### src/prs_pkg.sv
// Constants and types of the processor register set
package prs_pkg;
	localparam int PRS_WORD_W = 36;
	localparam int PRS_ADDR_W = 18;
	localparam int PRS_HALF_W = 18;
	localparam int PRS_EXP_W = 8;
	localparam int PRS_TMR_W = 24;
	localparam int PRS_IND_W = 18;
	localparam int PRS_NUM_X = 8;
	localparam int PRS_NUM_CHAN = 4;
	localparam int PRS_NUM_SLOT = 8;
	localparam int PRS_BLK_W = 3;
	localparam int PRS_OFS_W = 15;
	localparam int PRS_RA_W = 5;
	localparam int PRS_CHAR_N = 6;
	// Register word indices
	localparam logic [4:0] PRS_REG_ACC_UP = 5'h00;
	localparam logic [4:0] PRS_REG_ACC_LO = 5'h01;
	localparam logic [4:0] PRS_REG_X0 = 5'h02;
	localparam logic [4:0] PRS_REG_X7 = 5'h09;
	localparam logic [4:0] PRS_REG_EXP = 5'h0A;
	localparam logic [4:0] PRS_REG_BASE = 5'h0B;
	localparam logic [4:0] PRS_REG_IND = 5'h0C;
	localparam logic [4:0] PRS_REG_TMR = 5'h0D;
	localparam logic [4:0] PRS_REG_NIP = 5'h0E;
	localparam logic [4:0] PRS_REG_STAT = 5'h0F;
	// Timer step
	localparam int PRS_CLK_NS = 40;
	localparam int PRS_TICK_NS = 16000;
	localparam int PRS_TICK_CYC = PRS_TICK_NS / PRS_CLK_NS;
	localparam logic [8:0] PRS_TICK_LAST = 9'(PRS_TICK_CYC - 1);
	// Modifier and designator codes
	localparam logic [1:0] PRS_TM_REG = 2'h0;
	localparam logic [3:0] PRS_TD_NONE = 4'h0;
	localparam logic [3:0] PRS_TD_AU = 4'h1;
	localparam logic [3:0] PRS_TD_QU = 4'h2;
	localparam logic [3:0] PRS_TD_DU = 4'h3;
	localparam logic [3:0] PRS_TD_NIP = 4'h4;
	localparam logic [3:0] PRS_TD_AL = 4'h5;
	localparam logic [3:0] PRS_TD_QL = 4'h6;
	localparam logic [3:0] PRS_TD_DL = 4'h7;
	typedef enum logic [1:0] {
		PRS_USE_OPERAND, PRS_USE_SHIFT, PRS_USE_TRANSFER, PRS_USE_SUBOP
	} prs_use_type;
	// Instruction word, bit 35 is the leftmost bit
	typedef struct packed {
		logic [17:0] addr_field;
		logic [9:0] opcode_field;
		logic inhibit;
		logic reserved;
		logic [1:0] modifier_subfield;
		logic [3:0] designator_subfield;
	} prs_instr_type;
	typedef struct packed {
		logic [1:0] channel;
		logic [17:0] phys_addr;
		logic write;
		logic [5:0] char_mask;
		logic [71:0] data;
		logic [1:0] parity;
	} prs_mem_type;
endpackage

### src/prs_register_set.sv
// Program-visible register set with address forming and memory mapping
//
// Implementation choices: the plain strobed port and the address map.
`timescale 1ns/1ps
module prs_register_set
	import prs_pkg::*;
(
	input wire logic clk,
	input wire logic sys_rst,
	input wire logic [4:0] reg_addr,
	input wire logic [35:0] reg_wdata,
	input wire logic reg_wr,
	input wire logic reg_rd,
	output logic [35:0] reg_rdata,
	input wire logic instr_valid,
	input wire prs_instr_type instr_word,
	input wire prs_use_type instr_use,
	output logic [17:0] eff_addr,
	output logic [5:0] shift_count,
	output logic [9:0] opcode_field,
	output logic [1:0] mod_kind,
	input wire logic privileged,
	input wire logic fault_taken,
	input wire logic ext_interrupt,
	output logic timer_fault_req,
	output logic interrupt_accept,
	input wire logic [17:0] indicator_set,
	input wire logic [23:0] slot_map,
	input wire logic [3:0] installed_blocks,
	input wire logic [17:0] low_mem_base,
	input wire logic mem_req,
	input wire logic mem_fixed,
	input wire logic mem_write,
	input wire logic [5:0] char_mask,
	output prs_mem_type mem_out,
	output logic mem_valid,
	output logic mem_range_err
);
	logic [35:0] acc_upper;
	logic [35:0] acc_lower;
	logic [17:0] index_registers [PRS_NUM_X];
	logic [7:0] exponent_reg;
	logic [17:0] base_address_reg;
	logic [17:0] indicator_reg;
	logic [23:0] interval_timer_reg;
	logic [17:0] next_instruction_pointer;
	logic [8:0] tick_cnt;
	logic tick;
	logic runout_pending;
	logic tmr_load;
	logic inhibit_now;
	logic [71:0] accumulator_pair;
	logic [17:0] upper_acc_high_half;
	logic [17:0] upper_acc_low_half;
	logic [17:0] lower_acc_high_half;
	logic [17:0] lower_acc_low_half;
	logic [17:0] next_eff;
	logic [17:0] index_src;
	logic [17:0] next_addr;
	logic [2:0] slot;
	logic [2:0] phys_blk;
	logic wr_x;
	logic [2:0] x_sel;

	assign accumulator_pair = {acc_upper, acc_lower};
	assign upper_acc_high_half = acc_upper[35:18];
	assign upper_acc_low_half = acc_upper[17:0];
	assign lower_acc_high_half = acc_lower[35:18];
	assign lower_acc_low_half = acc_lower[17:0];
	assign wr_x = reg_wr && reg_addr >= PRS_REG_X0 && reg_addr <= PRS_REG_X7;
	assign x_sel = 3'(reg_addr - PRS_REG_X0);

	// Accumulator words written independently, one word per strobe
	always_ff @(posedge clk) begin
		if (sys_rst) begin
			acc_upper <= 36'h0;
			acc_lower <= 36'h0;
		end else if (reg_wr && reg_addr == PRS_REG_ACC_UP) begin
			acc_upper <= reg_wdata;
		end else if (reg_wr && reg_addr == PRS_REG_ACC_LO) begin
			acc_lower <= reg_wdata;
		end
	end

	generate
		for (genvar n = 0; n < PRS_NUM_X; n++) begin : g_x
			always_ff @(posedge clk) begin
				if (sys_rst) begin
					index_registers[n] <= 18'h0;
				end else if (wr_x && x_sel == 3'(n)) begin
					index_registers[n] <= reg_wdata[17:0];
				end
			end
		end
	endgenerate

	always_ff @(posedge clk) begin
		if (sys_rst) begin
			exponent_reg <= 8'h0;
			base_address_reg <= 18'h0;
		end else begin
			if (reg_wr && reg_addr == PRS_REG_EXP) begin
				exponent_reg <= reg_wdata[7:0];
			end
			if (reg_wr && reg_addr == PRS_REG_BASE) begin
				base_address_reg <= reg_wdata[17:0];
			end
		end
	end

	// Indicators: whole-register load; hardware sets win over the load
	always_ff @(posedge clk) begin
		if (sys_rst) begin
			indicator_reg <= 18'h0;
		end else if (reg_wr && reg_addr == PRS_REG_IND) begin
			indicator_reg <= reg_wdata[17:0] | indicator_set;
		end else begin
			indicator_reg <= indicator_reg | indicator_set;
		end
	end

	// Prescaler for the timer step
	always_ff @(posedge clk) begin
		if (sys_rst || tick) begin
			tick_cnt <= 9'h0;
		end else begin
			tick_cnt <= tick_cnt + 9'h1;
		end
	end
	assign tick = tick_cnt == PRS_TICK_LAST;
	assign tmr_load = reg_wr && reg_addr == PRS_REG_TMR;

	// A software load takes precedence over the step
	always_ff @(posedge clk) begin
		if (sys_rst) begin
			interval_timer_reg <= 24'h0;
		end else if (reg_wr && reg_addr == PRS_REG_TMR) begin
			interval_timer_reg <= reg_wdata[23:0];
		end else if (tick) begin
			interval_timer_reg <= interval_timer_reg - 24'h1;
		end
	end

	// Runout pending; a new runout beats a take in the same cycle
	// A load in the step cycle replaces the count, so that step never reaches zero
	always_ff @(posedge clk) begin
		if (sys_rst) begin
			runout_pending <= 1'b0;
		end else if (tick && interval_timer_reg == 24'h1 && !tmr_load) begin
			runout_pending <= 1'b1;
		end else if (fault_taken && timer_fault_req) begin
			runout_pending <= 1'b0;
		end
	end

	assign inhibit_now = instr_valid && instr_word.inhibit;
	assign timer_fault_req = runout_pending && !privileged && !inhibit_now;
	assign interrupt_accept = (timer_fault_req || ext_interrupt) && !inhibit_now;

	// Index source chosen by the designator
	always_comb begin
		case (instr_word.designator_subfield)
			PRS_TD_NONE: index_src = 18'h0;
			PRS_TD_AU: index_src = upper_acc_high_half;
			PRS_TD_QU: index_src = lower_acc_high_half;
			PRS_TD_AL: index_src = upper_acc_low_half;
			PRS_TD_QL: index_src = lower_acc_low_half;
			PRS_TD_NIP: index_src = next_instruction_pointer;
			PRS_TD_DU: index_src = 18'h0;
			PRS_TD_DL: index_src = 18'h0;
			default: index_src = index_registers[instr_word.designator_subfield[2:0]];
		endcase
	end

	// Register modification adds the index; other kinds pass the field on
	always_comb begin
		if (instr_word.modifier_subfield == PRS_TM_REG) begin
			next_eff = 18'(instr_word.addr_field + index_src);
		end else begin
			next_eff = instr_word.addr_field;
		end
	end

	always_ff @(posedge clk) begin
		if (sys_rst) begin
			eff_addr <= 18'h0;
			shift_count <= 6'h0;
			opcode_field <= 10'h0;
			mod_kind <= 2'h0;
		end else if (instr_valid) begin
			eff_addr <= next_eff;
			opcode_field <= instr_word.opcode_field;
			mod_kind <= instr_word.modifier_subfield;
			if (instr_use == PRS_USE_SHIFT) begin
				shift_count <= next_eff[5:0];
			end
		end
	end

	// Transfers load the target, everything else steps by one
	always_ff @(posedge clk) begin
		if (sys_rst) begin
			next_instruction_pointer <= 18'h0;
		end else if (reg_wr && reg_addr == PRS_REG_NIP) begin
			next_instruction_pointer <= reg_wdata[17:0];
		end else if (instr_valid && instr_use == PRS_USE_TRANSFER) begin
			next_instruction_pointer <= next_eff;
		end else if (instr_valid) begin
			next_instruction_pointer <= next_instruction_pointer + 18'h1;
		end
	end

	// Address mapping: fixed locations, slot map and installed range
	assign next_addr = mem_fixed ? 18'(low_mem_base + eff_addr) : eff_addr;
	assign slot = next_addr[17:15];
	assign phys_blk = slot_map[slot * PRS_BLK_W +: PRS_BLK_W];

	always_ff @(posedge clk) begin
		if (sys_rst) begin
			mem_out <= '0;
			mem_valid <= 1'b0;
			mem_range_err <= 1'b0;
		end else begin
			mem_valid <= 1'b0;
			mem_range_err <= 1'b0;
			if (mem_req && {1'b0, slot} >= installed_blocks) begin
				mem_range_err <= 1'b1;
			end else if (mem_req) begin
				mem_valid <= 1'b1;
				mem_out.channel <= phys_blk[2:1];
				mem_out.phys_addr <= {phys_blk, next_addr[14:0]};
				mem_out.write <= mem_write;
				mem_out.char_mask <= mem_write ? char_mask : 6'h3F;
				mem_out.data <= accumulator_pair;
				mem_out.parity <= {^acc_upper, ^acc_lower};
			end
		end
	end

	// Read port, data one cycle after the strobe
	always_ff @(posedge clk) begin
		if (sys_rst) begin
			reg_rdata <= 36'h0;
		end else if (reg_rd) begin
			case (reg_addr)
				PRS_REG_ACC_UP: reg_rdata <= acc_upper;
				PRS_REG_ACC_LO: reg_rdata <= acc_lower;
				PRS_REG_EXP: reg_rdata <= {28'h0, exponent_reg};
				PRS_REG_BASE: reg_rdata <= {18'h0, base_address_reg};
				PRS_REG_IND: reg_rdata <= {18'h0, indicator_reg};
				PRS_REG_TMR: reg_rdata <= {12'h0, interval_timer_reg};
				PRS_REG_NIP: reg_rdata <= {18'h0, next_instruction_pointer};
				// Sign bits of the operand forms and pending runout
				PRS_REG_STAT: reg_rdata <= {30'h0, runout_pending, exponent_reg[7],
					acc_upper[35], acc_upper[17], acc_upper[35], 1'b0};
				default: begin
					if (reg_addr >= PRS_REG_X0 && reg_addr <= PRS_REG_X7) begin
						reg_rdata <= {18'h0, index_registers[x_sel]};
					end else begin
						reg_rdata <= 36'h0;
					end
				end
			endcase
		end else begin
			reg_rdata <= 36'h0;
		end
	end
endmodule

### config.mk
export PLATFORM = sky130hd
export DESIGN_NAME = prs_register_set
export DESIGN_NICKNAME = d
export VERILOG_FILES = /design/src/prs_pkg.sv /design/src/prs_register_set.sv
export SDC_FILE = /design/constraint.sdc
export NUM_CORES = 1
export LEC_CHECK = 0
export BUFFER_PORTS_ARGS = -buffer_cell sky130_fd_sc_hd__buf_2
export CAP_MARGIN = 20
export CELL_PAD_IN_SITES_DETAIL_PLACEMENT = 2
export CELL_PAD_IN_SITES_GLOBAL_PLACEMENT = 2
export CORE_MARGIN = 2
export CORE_UTILIZATION = 34
export CTS_BUF_LIST = sky130_fd_sc_hd__clkbuf_4
export CTS_CLUSTER_DIAMETER = 150
export CTS_CLUSTER_SIZE = 28
export DETAILED_ROUTE_END_ITERATION = 8
export PLACE_DENSITY = 0.76
export SYNTH_ARGS = -nofsm -noshare
export SYNTH_HDL_FRONTEND = slang
export SYNTH_SLANG_ARGS = --single-unit
export TNS_END_PERCENT = 5
### constraint.sdc
create_clock -name clk -period 4.5 [get_ports clk]
set_input_delay 0.45 -clock clk [delete_from_list [all_inputs] [get_ports clk]]
set_output_delay 0.45 -clock clk [all_outputs]
set_load 0.01 [all_outputs]
Yosys cells after proc, flatten, opt, wreduce, memory -nomap -nowiden
Memory sizes are Yosys's and may differ from the RTL's.
Cells that the tools add are included.
W data, S select, Z words.

storage, ports and cells
  bits in writable memories = 144
  output and inout port bits = 177
  register bits = 343
  logic and storage cells = 169
  input port bits = 160
  memories = 1

memory list
  memory           depth  width  read ports  clocked after Yosys merged registers in  write ports  line                    RTL
  index_registers  8      18     2           0                                        8            prs_register_set.sv:41  logic [17:0] index_registers [PRS_NUM_X];

operators by class
  reduce and logical (&&, ||, !) cells = 47
  shift operators = 1
  multiply operators = 1
  equality and inequality tests = 25
  add/subtract/negate cells = 6
  bitwise logic cells = 13
  magnitude comparators = 3
  mux-type cells = 50

operators with widths
  operator                 number
  $pmux W36 S8             1
  $mux W18                 15
  $pmux W18 S6             1
  $reduce_xor A36 Y1       2
  $mux W24                 2
  $add A18 B18 Y18         2
  $or A18 B18 Y18          2
  $eq A5 B4 Y1 const B     6
  $mux W1                  30
  $logic_and A1 B1 Y1      27
  $eq A24 B1 Y1 const B    1
  $shiftx A24 B6 Y3        1
  $sub A24 B1 Y24 const B  1
  $add A18 B1 Y18 const B  1
  $eq A4 B3 Y1 const B     4
  $eq A3 B3 Y1 const B     4
  $add A9 B1 Y9 const B    1
  $eq A9 B9 Y1 const B     1
  $eq A4 B2 Y1 const B     2
  $or A1 B1 Y1             8
  $eq A3 B2 Y1 const B     2
  $mux W6                  1
  $reduce_and A2 Y1        3
  $eq A5 B1 Y1 const B     1
  20 further kinds         27

Logic depth before layout (Yosys ltp)
Gate-level depths: netlist of run 1.

  depth after elaboration = 8
  gate-level depth with buffers = 19
  depth with buffers taken out = 17

Least setup slack after synthesis of run 1
Ideal clock, no wire load.

  path type = input port to flip-flop
  from = in instr_word[0] (netlist bit)
  to = reg next_instruction_pointer[14]
  arrival time = 4.182 ns
  stages = 16
  path slack = 0.243 ns
  data required time = 4.426 ns
  path buffers = 2
  setup time = 0.074 ns
  cell sequence = buf_2 > buf_1 > mux4_2 > mux2i_1 > a21oi_1 > ha_1 > o21a_1 > o21ai_0 > nor2_1 > o21ai_0 > a21oi_1 > o211ai_1 > nand2_1 > mux2i_1 > or4_1 > a31oi_1

between the ends
  cells in the longest elaborated chain, start to end = 7
  elaborated cells on any way between the ends = 15
  classes of those cells = add/sub (1); eq/ne (7); mux (4); reduce/logical (2); memory (1)

RTL lines
  element                                                                 line                     RTL
  start, declared                                                         prs_register_set.sv:16   input wire prs_instr_type instr_word,
  parallel branches: the longest is 2 deep, another holds $mem_v2 Z8 W18  -
  $pmux W18 S6 (*)                                                        prs_register_set.sv:162  case (instr_word.designator_subfield)
  $add A18 B18 Y18 (*)                                                    prs_register_set.sv:178  next_eff = 18'(instr_word.addr_field + index_src);
  $mux W18 (*)                                                            prs_register_set.sv:177  if (instr_word.modifier_subfield == PRS_TM_REG) begin
  $mux W18 (*)                                                            prs_register_set.sv:206  end else if (instr_valid && instr_use == PRS_USE_TRANSFER) begin
  $mux W18 (*)                                                            prs_register_set.sv:204  end else if (reg_wr && reg_addr == PRS_REG_NIP) begin
  end signal, assigned                                                    prs_register_set.sv:205  next_instruction_pointer <= reg_wdata[17:0];
  end signal, assigned                                                    prs_register_set.sv:207  next_instruction_pointer <= next_eff;
  end signal, assigned                                                    prs_register_set.sv:209  next_instruction_pointer <= next_instruction_pointer + 18'h1;
  end, declared                                                           prs_register_set.sv:46   logic [17:0] next_instruction_pointer;

Every way passes the cells marked *.
A chain may end at the register's enable or synchronous reset.

==> run_results.csv, run 1 <==
group,metric,value,unit
cells_and_area,final_cell_mix,"461 x nand2_1, 340 x dfxtp_1, 333 x buf_2, 238 x a21oi_1, 183 x nor2_1",
routing,ant_nets,0,
routing,drt-initial-drc-count,2112,
clock_network,root_buffer,"clkbuf_4",
hold_path,holdCritPathClass,"input port to register",
pwr,p_leak,0.01153,µW
cells_and_area,design_area,29750,µm²
logic_synthesis,synth_area,24550,µm²
logic_synthesis,ys_seq_area_share,45.41,%
pwr,power-per-cell-area,279.5,nW/µm²
logic_synthesis,synth-edff-count,144,
sta,hold_viol_final,0,
cells_and_area,layout-drive-gt1-share,21.33,%
routing,vias,23132,
grt,antenna_found_initial,7,
sta,rsz0062_at_grt,"no",
sta,final_max_slew_viol_count,0,
grt,grt_max_degree,147,
worst_setup_path,arrival,5.16,ns
logic_synthesis,yosysWarnings,0,
logic_synthesis,synth_cell_types,77,
floorplanning,die_h,272.7,µm
cells_and_area,largest_reg_flops,144,
floorplanning,die_w,272.7,µm
logic_synthesis,ys_top_cells_by_area,"dfxtp_1 28%, edfxtp_1 18%, nand2_1 7.0%, mux4_2 6.6%, a21oi_1 4.9%",
clock_network,cts.path.max_buffers,3,
floorplanning,rows,98,
floorplanning,floorplan.core_area,71490,µm²
logic_synthesis,syn_nets,2801,
worst_setup_path,crit_fanout,3,
sta,fmax,234.3,MHz
cells_and_area,multi_input_area,12570,µm²
logic_synthesis,synth.avg_cell_area,9.455,µm²
clock_network,numCtsBuffers,21,
routing,drc,1,
cells_and_area,final_nets,3267,
grt,grt-ovfl-total,0,
logic_synthesis,syn-instance-count,2597,
sta,finClkSkew,0.1649,ns
clock_network,clock_latency,1.00,ns
worst_setup_path,worst_setup_path_end_kind,"register",
run_status,failed_checks,"design-rule violations",
cells_and_area,largestRegisters,"index_registers (144), mem_out (99)",
clock_network,htree_levels,1,
grt,track_usage,29.61,%
clock_network,clk_pin_slew,0.34,ns
worst_setup_path,required,5.40,ns
worst_setup_path,worstSetupStartpointType,"register",
cells_and_area,fin_util,41.61,%
logic_synthesis,synth_top_area_share,27.80,%
sta,slew_headroom,30.37,%
cells_and_area,instances_no_fill,4027,
sta,finalSetupViolCount,0,
sta,tns,0,ns
floorplanning,die_area,74380,µm²
place,numPortBuffers,335,
place,dpl.cell_count,3851,
logic_synthesis,async_flop_share,0,%
grt,grt_first_pass_wirelength,166300,µm
routing,wl_per_cell,27.85,µm
sta,worstMarginPinSlew,1.045,ns
routing,wl,112200,µm
clock_network,cts_post_setup_buffers_inserted,0,
pwr,vdd_drop_max,206.7,µV
clock_network,cts.sinks,485,
logic_synthesis,synth-seq-cells,485,
run_status,status,"finished, violations left",
cells_and_area,regArea,11150,µm²
place,hpwl,80790,µm
clock_network,cts_tree,"yes",
sta,min_period_over_period,94.84,%
flow_run,cap_violations,0,
cells_and_area,fill_cells,7772,
worst_setup_path,critPathKind,"register to register",
place,place_area,28070,µm²
place,routabilityCongestion,0.9338,
routing,vias_per_cell,5.744,
routing,drtPass1Iterations,9,
floorplanning,pin_count,337,
cells_and_area,regMostFlops,"index_registers",
sta,period_needed,4.268,ns
floorplanning,start_util,34.35,%
cells_and_area,final_common_cell,"nand2_1",
logic_synthesis,yosys.area.top_type,"dfxtp_1",
logic_synthesis,synth_ff_type,"dfxtp_1",
cells_and_area,synthToLayoutAreaGrowth,21.15,%
grt,grt_pass1_vias,25047,
## through the flow
stage / power [µW] / setup WS [ns] / hold slack [ns]
3_5_place_dp: 6476 / -0.1129 / 0.4490
3_3_place_gp: 6377 / 0.04632 / 0.4354
4_1_cts: 8299 / 0.1447 / 0.002569
6_report: 8313 / 0.2321 / 0.03887
2_1_floorplan: 5765 / 0.2435 / 0.4262
5_1_grt: 8616 / 0.05050 / 0.02867
## Yosys cell counts, types with 4 or more instances
cell and n:
a31oi_1 27, or3_1 4, a22o_1 10, clkbuf_1 160
a221o_1 6, mux2_2 15, nor3b_1 10, xnor2_1 110
a21o_1 12, nor4_1 5, a21oi_1 239, buf_1 18
nand4_1 6, inv_1 41, o21a_1 6, nand3b_1 8
mux4_2 72, or4_1 5, nand2_1 461, o21ai_0 36
and2_1 147, xor2_1 21, a211oi_1 71, a22oi_1 49
nor3_1 35, mux2i_1 101, ha_1 42, nor2_1 189
o21bai_1 13, edfxtp_1 144, nand3_1 33, a311oi_1 4
o211ai_1 5, o22ai_1 16, nor2b_1 7, a222oi_1 24
and3_1 17, a221oi_1 12, nand2b_1 9, buf_2 12
or2_2 7, dfxtp_1 341
## metal layers
layer | GRT usage (%) | vias to the layer above | part of all wire (%)
li1 | - | 10127 | -
met1 | 37.65 | 11888 | 41
met2 | 50.98 | 893 | 49
met3 | 3.497 | 222 | 5.9
met4 | 12.07 | 2 | 4.7
met5 | 0 | - | 0.0089
## worst max-delay path, stage by stage (launching register included)
cell and delay [ns]:
edfxtp_1 0.48, mux4_2 0.48, mux2_2 0.28, nand2_1 0.09, nand3_1 0.22, ha_1 0.28
inv_1 0.08, fa_1 0.19, nor2b_1 0.08, o21a_1 0.19, o21a_1 0.20, o21ai_0 0.31
a21oi_1 0.18, o211ai_1 0.30, nand2_1 0.12, mux2i_1 0.13, or4_1 0.47, a31oi_1 0.18
## area by class of cell
class	count	area share, %
Inverter	41	0.5174
Clock inverter	3	0.08833
Sequential cell	485	37.49
Antenna cell	6	0.05047
Clock buffer	28	0.7066
Timing Repair Buffer	636	14.90
Multi-Input combinational cell	1878	42.25
Tap cell	950	3.996
## cell families after synthesis
kind of cell | share of synthesized area, %
AND/OR/NAND/NOR | 17.72
AO/OA/AOI/OAI | 14.58
flip-flops | 45.41
buffers and inverters | 3.735
multiplexers | 11.46
XOR/XNOR | 4.785
adder cells (fa/ha/maj) | 2.303
## where the power goes
group          switching (µW)  internal [µW]  leakage (µW)
Sequential                154           4680       0.00414
Clock                    1440            295      0.000145
Combinational            1010            734       0.00724
Total                    2610           5710        0.0115
## worst paths after layout
| path | startpoint | to | slack, ns | cells past startpoint |
|---|---|---|---|---|
| worst min register to register | mem_out[31]$_SDFFE_PP0P_ | mem_out[31]$_SDFFE_PP0P_ | 0.47 | 2 |
| worst min-delay path | slot_map[6] | mem_out[96]$_SDFFE_PP0P_ | 0.04 | 5 |
| worst max-delay path | index_registers[2][0]$_SDFFCE_PN0P_ | next_instruction_pointer[14]$_SDFFE_PP0P_ | 0.23 | 17 |
| worst max register to register | index_registers[2][0]$_SDFFCE_PN0P_ | next_instruction_pointer[14]$_SDFFE_PP0P_ | 0.23 | 17 |
## what timing repair did
item / 4_1_cts / 5_1_grt
hold buffers: 139 / 0
gates resized for setup: 0 / 8
endpoints found under the setup margin: 0 / 41
endpoints found under the hold margin: 212 / 0
No activity file was read; power rests on OpenSTA's default activity.
==> run 2: changes to the inputs <==
--- a/config.mk
+++ b/config.mk
@@ -10,12 +10,12 @@
 export CELL_PAD_IN_SITES_DETAIL_PLACEMENT = 2
 export CELL_PAD_IN_SITES_GLOBAL_PLACEMENT = 2
 export CORE_MARGIN = 2
-export CORE_UTILIZATION = 34
+export CORE_UTILIZATION = 40
 export CTS_BUF_LIST = sky130_fd_sc_hd__clkbuf_4
 export CTS_CLUSTER_DIAMETER = 150
 export CTS_CLUSTER_SIZE = 28
 export DETAILED_ROUTE_END_ITERATION = 8
-export PLACE_DENSITY = 0.76
+export PLACE_DENSITY = 0.84
 export SYNTH_ARGS = -nofsm -noshare
 export SYNTH_HDL_FRONTEND = slang
 export SYNTH_SLANG_ARGS = --single-unit
==> constraint.sdc (replaced) <==
create_clock -name clk -period 5 [get_ports clk]
set_input_delay 0.5 -clock clk [delete_from_list [all_inputs] [get_ports clk]]
set_output_delay 0.5 -clock clk [all_outputs]
set_load 0.01 [all_outputs]
==> run_results.csv, run 2 (synthesis results as in run 1) <==
group,metric,value,unit
place,routabilityCongestion,0.9409,
flow_run,cap_violations,0,
cells_and_area,final_nets,3162,
grt,track_usage,34.58,%
floorplanning,rows,90,
worst_setup_path,crit_end,"mem_out[75]$_SDFFE_PP0P_",
cells_and_area,regMostFlops,"index_registers",
floorplanning,pin_count,337,
worst_setup_path,r2r-start,"eff_addr[9]$_SDFFE_PP0P_",
floorplanning,die_area,63390,µm²
cells_and_area,fill_cells,6474,
sta,fmax,213.2,MHz
hold_path,holdCritPathClass,"input port to register",
cells_and_area,layout-drive-gt1-share,19.87,%
clock_network,cts.path.max_buffers,3,
floorplanning,floorplan.core_area,60470,µm²
place,dp_slack,0.004120,ns
routing,drc,0,
sta,holdWs,0.04190,ns
clock_network,clk_pin_slew,0.32,ns
routing,wl,111800,µm
worst_setup_path,crit_fanout,83,
floorplanning,die_h,251.8,µm
cells_and_area,largest_reg_flops,144,
sta,finalSetupViolCount,0,
place,hpwl,78810,µm
routing,drt-initial-drc-count,2226,
sta,slew_headroom,25.85,%
sta,worstMarginPinSlew,1.109,ns
run_status,status,"complete, no violations",
worst_setup_path,worstSetupStartpointType,"register",
sta,rsz0062_at_grt,"no",
cells_and_area,largestRegisters,"index_registers (144), mem_out (99)",
worst_setup_path,reg2regPathDepth,17,
cells_and_area,final_cell_mix,"461 x nand2_1, 340 x dfxtp_1, 333 x buf_2, 238 x a21oi_1, 181 x nor2_1",
worst_setup_path,required,5.87,ns
grt,grt-ovfl-total,0,
worst_setup_path,timing.rr.end,"mem_out[75]$_SDFFE_PP0P_",
sta,period_needed,4.691,ns
clock_network,root_buffer,"clkbuf_4",
worst_setup_path,worst_setup_path_end_kind,"register",
floorplanning,start_util,40.61,%
sta,tns,0,ns
routing,ant_nets,0,
pwr,power-per-cell-area,257.5,nW/µm²
grt,grt_pass1_vias,24862,
worst_setup_path,critPathKind,"register to register",
clock_network,cts_tree,"yes",
worst_setup_path,arrival,5.56,ns
sta,hold_viol_final,0,
sta,final_max_slew_viol_count,0,
sta,min_period_over_period,93.82,%
clock_network,clock_latency,0.94,ns
cells_and_area,regArea,11150,µm²
worst_setup_path,r2r_slack,0.31,ns
sta,finClkSkew,0.09053,ns
grt,grt_max_degree,138,
place,numPortBuffers,335,
clock_network,cts.sinks,485,
clock_network,numCtsBuffers,21,
grt,grt_first_pass_wirelength,164600,µm
pwr,total_power,7359,µW
sta,worst_slack,0.3090,ns
floorplanning,die_w,251.8,µm
routing,vias_per_cell,6.160,
routing,vias,23126,
cells_and_area,synthToLayoutAreaGrowth,16.37,%
cells_and_area,fin_util,47.25,%
routing,wl_per_cell,29.78,µm
routing,drtPass1Iterations,7,
pwr,p_leak,0.01101,µW
cells_and_area,final_common_cell,"nand2_1",
clock_network,htree_levels,1,
cells_and_area,multi_input_area,12550,µm²
pwr,vdd_drop_max,294.6,µV
worst_setup_path,startpoint,"eff_addr[9]$_SDFFE_PP0P_",
grt,antenna_found_initial,13,
==> run 2: cell types whose count changed in the layout (fill, tap and decap cells not counted), moves of 2 or more <==
cell           before  now
buf_12             10    6
nor2_1            183  181
buf_4             151   92
nor2_2              8   10
diode_2             6    8
dlygate4sd3_1     139   97
==> run 2: report_power, final <==
group / internal, µW / leakage, µW / total (µW) / switching [µW]
clock network: 262 / 0.000139 / 1540 / 1280
registers: 4210 / 0.00414 / 4360 / 146
logic: 587 / 0.00672 / 1460 / 876
==> run 2: worst min path at each step <==
stage / from / end / slack (ns) / cells past startpoint
final: reg_wdata[17] / base_address_reg[17]$_SDFFE_PP0P_ / 0.04 / 3
after detailed placement: mem_out[23]$_SDFFE_PP0P_ / mem_out[23]$_SDFFE_PP0P_ / 0.45 / 2
after floorplan: tick_cnt[0]$_SDFF_PP0_ / tick_cnt[0]$_SDFF_PP0_ / 0.43 / 1
after CTS: instr_valid / opcode_field[2]$_SDFFE_PP0P_ / 0.005 / 3
after global placement: tick_cnt[0]$_SDFF_PP0_ / tick_cnt[0]$_SDFF_PP0_ / 0.44 / 1
after global routing: instr_word[26] / eff_addr[8]$_SDFFE_PP0P_ / 0.04 / 4
==> run 2: worst max-delay path, stage by stage (launching register included) <==
cell           delay [ns]
dfxtp_1              0.53
ha_1                 0.35
a21oi_1              0.16
o32ai_1              0.14
o311ai_1             0.39
nand3_1              0.15
a31oi_1              0.29
xnor2_1              0.16
nand2_1              0.14
xor2_4               0.30
inv_1                0.09
ha_1                 0.29
a21oi_2              0.09
o21ai_4              0.17
buf_8                0.44
nor3b_1              0.10
dlygate4sd3_1        0.60
nor3_1               0.25
==> run 2: timing repair <==
item	CTS	global route
hold buffers	97	0
gates resized for setup	0	5
setup endpoints to repair	0	5
hold endpoints to repair	148	0
buffers inserted	0	0
==> run 2: final cells by class <==
| type | instances | area share (%) |
|---|---|---|
| diodes | 8 | 0.07006 |
| clock buffers | 28 | 0.7356 |
| clock inverters | 1 | 0.07006 |
| inverters | 41 | 0.5386 |
| multi-input cells | 1878 | 43.92 |
| flip-flops and latches | 485 | 39.03 |
| well taps | 782 | 3.424 |
| repair buffers | 531 | 12.21 |
==> run 2: metrics by stage <==
stage	area, µm²	instances
floorplan	24550	2597
global placement	27320	3618
detailed placement	27320	3618
CTS	28520	3744
global route	28570	3752
finish	28570	3754
==> run 2: routing by layer <==
layer / part of all wire (%) / wire length (µm) / global-route usage (%) / vias up
met5: 0.022 / 25 / 0 / -
met4: 5.0 / 5546 / 15.26 / 4
met3: 7.0 / 7852 / 4.457 / 268
met2: 49 / 54510 / 59.74 / 1048
met1: 39 / 43880 / 43.29 / 11879
li1: - / - / - / 9927
==> run 3: changes to the inputs <==
--- a/config.mk
+++ b/config.mk
@@ -10,12 +10,11 @@
 export CELL_PAD_IN_SITES_DETAIL_PLACEMENT = 2
 export CELL_PAD_IN_SITES_GLOBAL_PLACEMENT = 2
 export CORE_MARGIN = 2
-export CORE_UTILIZATION = 40
-export CTS_BUF_LIST = sky130_fd_sc_hd__clkbuf_4
+export CORE_UTILIZATION = 39
 export CTS_CLUSTER_DIAMETER = 150
 export CTS_CLUSTER_SIZE = 28
 export DETAILED_ROUTE_END_ITERATION = 8
-export PLACE_DENSITY = 0.84
+export PLACE_DENSITY = 0.82
 export SYNTH_ARGS = -nofsm -noshare
 export SYNTH_HDL_FRONTEND = slang
 export SYNTH_SLANG_ARGS = --single-unit
==> run_results.csv, run 3 (synthesis results as in run 1) <==
group,metric,value,unit
pwr,p_leak,0.01076,µW
cells_and_area,regArea,11150,µm²
floorplanning,rows,91,
clock_network,cts.sinks,485,
cells_and_area,fin_util,45.28,%
place,place_area,27400,µm²
routing,drtPass1Iterations,9,
flow_run,cap_violations,0,
cells_and_area,synthToLayoutAreaGrowth,14.21,%
routing,wl,105800,µm
floorplanning,die_area,64980,µm²
cells_and_area,regMostFlops,"index_registers",
worst_setup_path,required,5.44,ns
grt,antenna_found_initial,6,
routing,drt-initial-drc-count,2154,
clock_network,cts_tree,"yes",
floorplanning,floorplan.core_area,61940,µm²
place,hpwl,79100,µm
routing,vias_per_cell,5.995,
worst_setup_path,crit_fanout,32,
pwr,power-per-cell-area,282.0,nW/µm²
clock_network,numCtsBuffers,21,
worst_setup_path,worstSetupStartpointType,"register",
clock_network,cts.path.max_buffers,3,
run_status,failed_checks,"design-rule violations",
cells_and_area,final_common_cell,"nand2_1",
clock_network,clk_pin_slew,0.12,ns
grt,grt_pass1_vias,23694,
cells_and_area,largest_reg_flops,144,
grt,grt-ovfl-total,0,
sta,fmax,232.4,MHz
worst_setup_path,worst_setup_path_end_kind,"register",
sta,finalSetupViolCount,0,
floorplanning,start_util,39.64,%
cells_and_area,largestRegisters,"index_registers (144), mem_out (99)",
sta,hold_viol_final,0,
routing,wl_per_cell,28.48,µm
place,routabilityCongestion,0.9149,
sta,tns,0,ns
worst_setup_path,arrival,4.74,ns
place,numPortBuffers,335,
grt,track_usage,31.92,%
sta,finClkSkew,0.03559,ns
clock_network,clock_latency,0.60,ns
cells_and_area,design_area,28040,µm²
routing,drc,4,
sta,period_needed,4.304,ns
floorplanning,die_w,254.9,µm
sta,rsz0062_at_grt,"no",
sta,min_period_over_period,86.07,%
routing,ant_nets,0,
cells_and_area,layout-drive-gt1-share,20.15,%
hold_path,holdCritPathClass,"input port to register",
sta,worstMarginPinSlew,1.108,ns
clock_network,cts_resized,0,
clock_network,cts_post_setup_buffers_inserted,0,
pwr,total_power,7909,µW
clock_network,root_buffer,"clkbuf_16",
cells_and_area,final_cell_mix,"461 x nand2_1, 341 x dfxtp_1, 333 x buf_2, 239 x a21oi_1, 188 x nor2_1",
grt,grt_max_degree,217,
cells_and_area,multi_input_area,12530,µm²
pwr,vdd_drop_max,255.2,µV
routing,vias,22271,
cells_and_area,final_nets,3070,
cells_and_area,fill_cells,6763,
grt,grt_first_pass_wirelength,154600,µm
sta,final_max_slew_viol_count,0,
sta,slew_headroom,26.12,%
clock_network,hold_buffers,0,
clock_network,htree_levels,1,
floorplanning,die_h,254.9,µm
worst_setup_path,critPathKind,"register to register",
floorplanning,pin_count,337,
run_status,status,"finished, violations left",
run 3: area by class of cell:
class / count / share of cell area [%]
Antenna cell: 5 / 0.04461
Inverter: 41 / 0.5488
Timing Repair Buffer: 439 / 9.115
Clock buffer: 28 / 1.968
Multi-Input combinational cell: 1878 / 44.66
Clock inverter: 2 / 0.1651
Sequential cell: 485 / 39.76
Tap cell: 837 / 3.734
run 3: power by group:
part           total, µW  internal [µW]  switching, µW
Sequential          4330           4190            133
Combinational       1380            539            844
Clock               2200            846           1350
Total               7910           5580           2330
run 3: path summary, 6_finish.rpt:
path	start	slack [ns]	to	depth (start not counted)
max	eff_addr[0]$_SDFFE_PP0P_	0.70	mem_out[93]$_SDFFE_PP0P_	17
min	instr_word[17]	0.15	opcode_field[9]$_SDFFE_PP0P_	3
max reg2reg	eff_addr[0]$_SDFFE_PP0P_	0.70	mem_out[93]$_SDFFE_PP0P_	17
min reg2reg	mem_out[28]$_SDFFE_PP0P_	0.46	mem_out[28]$_SDFFE_PP0P_	2
run 3: critical path, cell delays in order (launching register included):
cell      delay, ns
dfxtp_1        0.38
ha_1           0.25
fa_1           0.45
a211oi_2       0.33
o21ai_2        0.15
nand4b_1       0.15
a21oi_1        0.09
or3_4          0.39
a31oi_4        0.18
inv_1          0.06
ha_1           0.27
a21o_1         0.15
a21oi_1        0.35
o21a_4         0.38
buf_12         0.24
o21ai_0        0.11
a21oi_1        0.14
nor3_1         0.06
run 3: metrics by stage:
stage / cells / worst slack (ns) / hold slack, ns
3_5_place_dp: 3677 / 0.1878 / 0.4488
5_1_grt: 3715 / 0.3646 / 0.1480
2_1_floorplan: 2597 / 0.6935 / 0.4262
6_report: 3715 / 0.6963 / 0.1466
3_3_place_gp: 3677 / 0.3096 / 0.4358
4_1_cts: 3707 / 0.7118 / 0.1278
run 3: metal layers:
layer  up-vias  wire, µm  GRT usage (%)
li1       9731         -              -
met5         -        14              0
met3       213      6355          3.824
met2       900     51870          55.08
met4         2      4659          12.75
met1     11425     42890          40.69
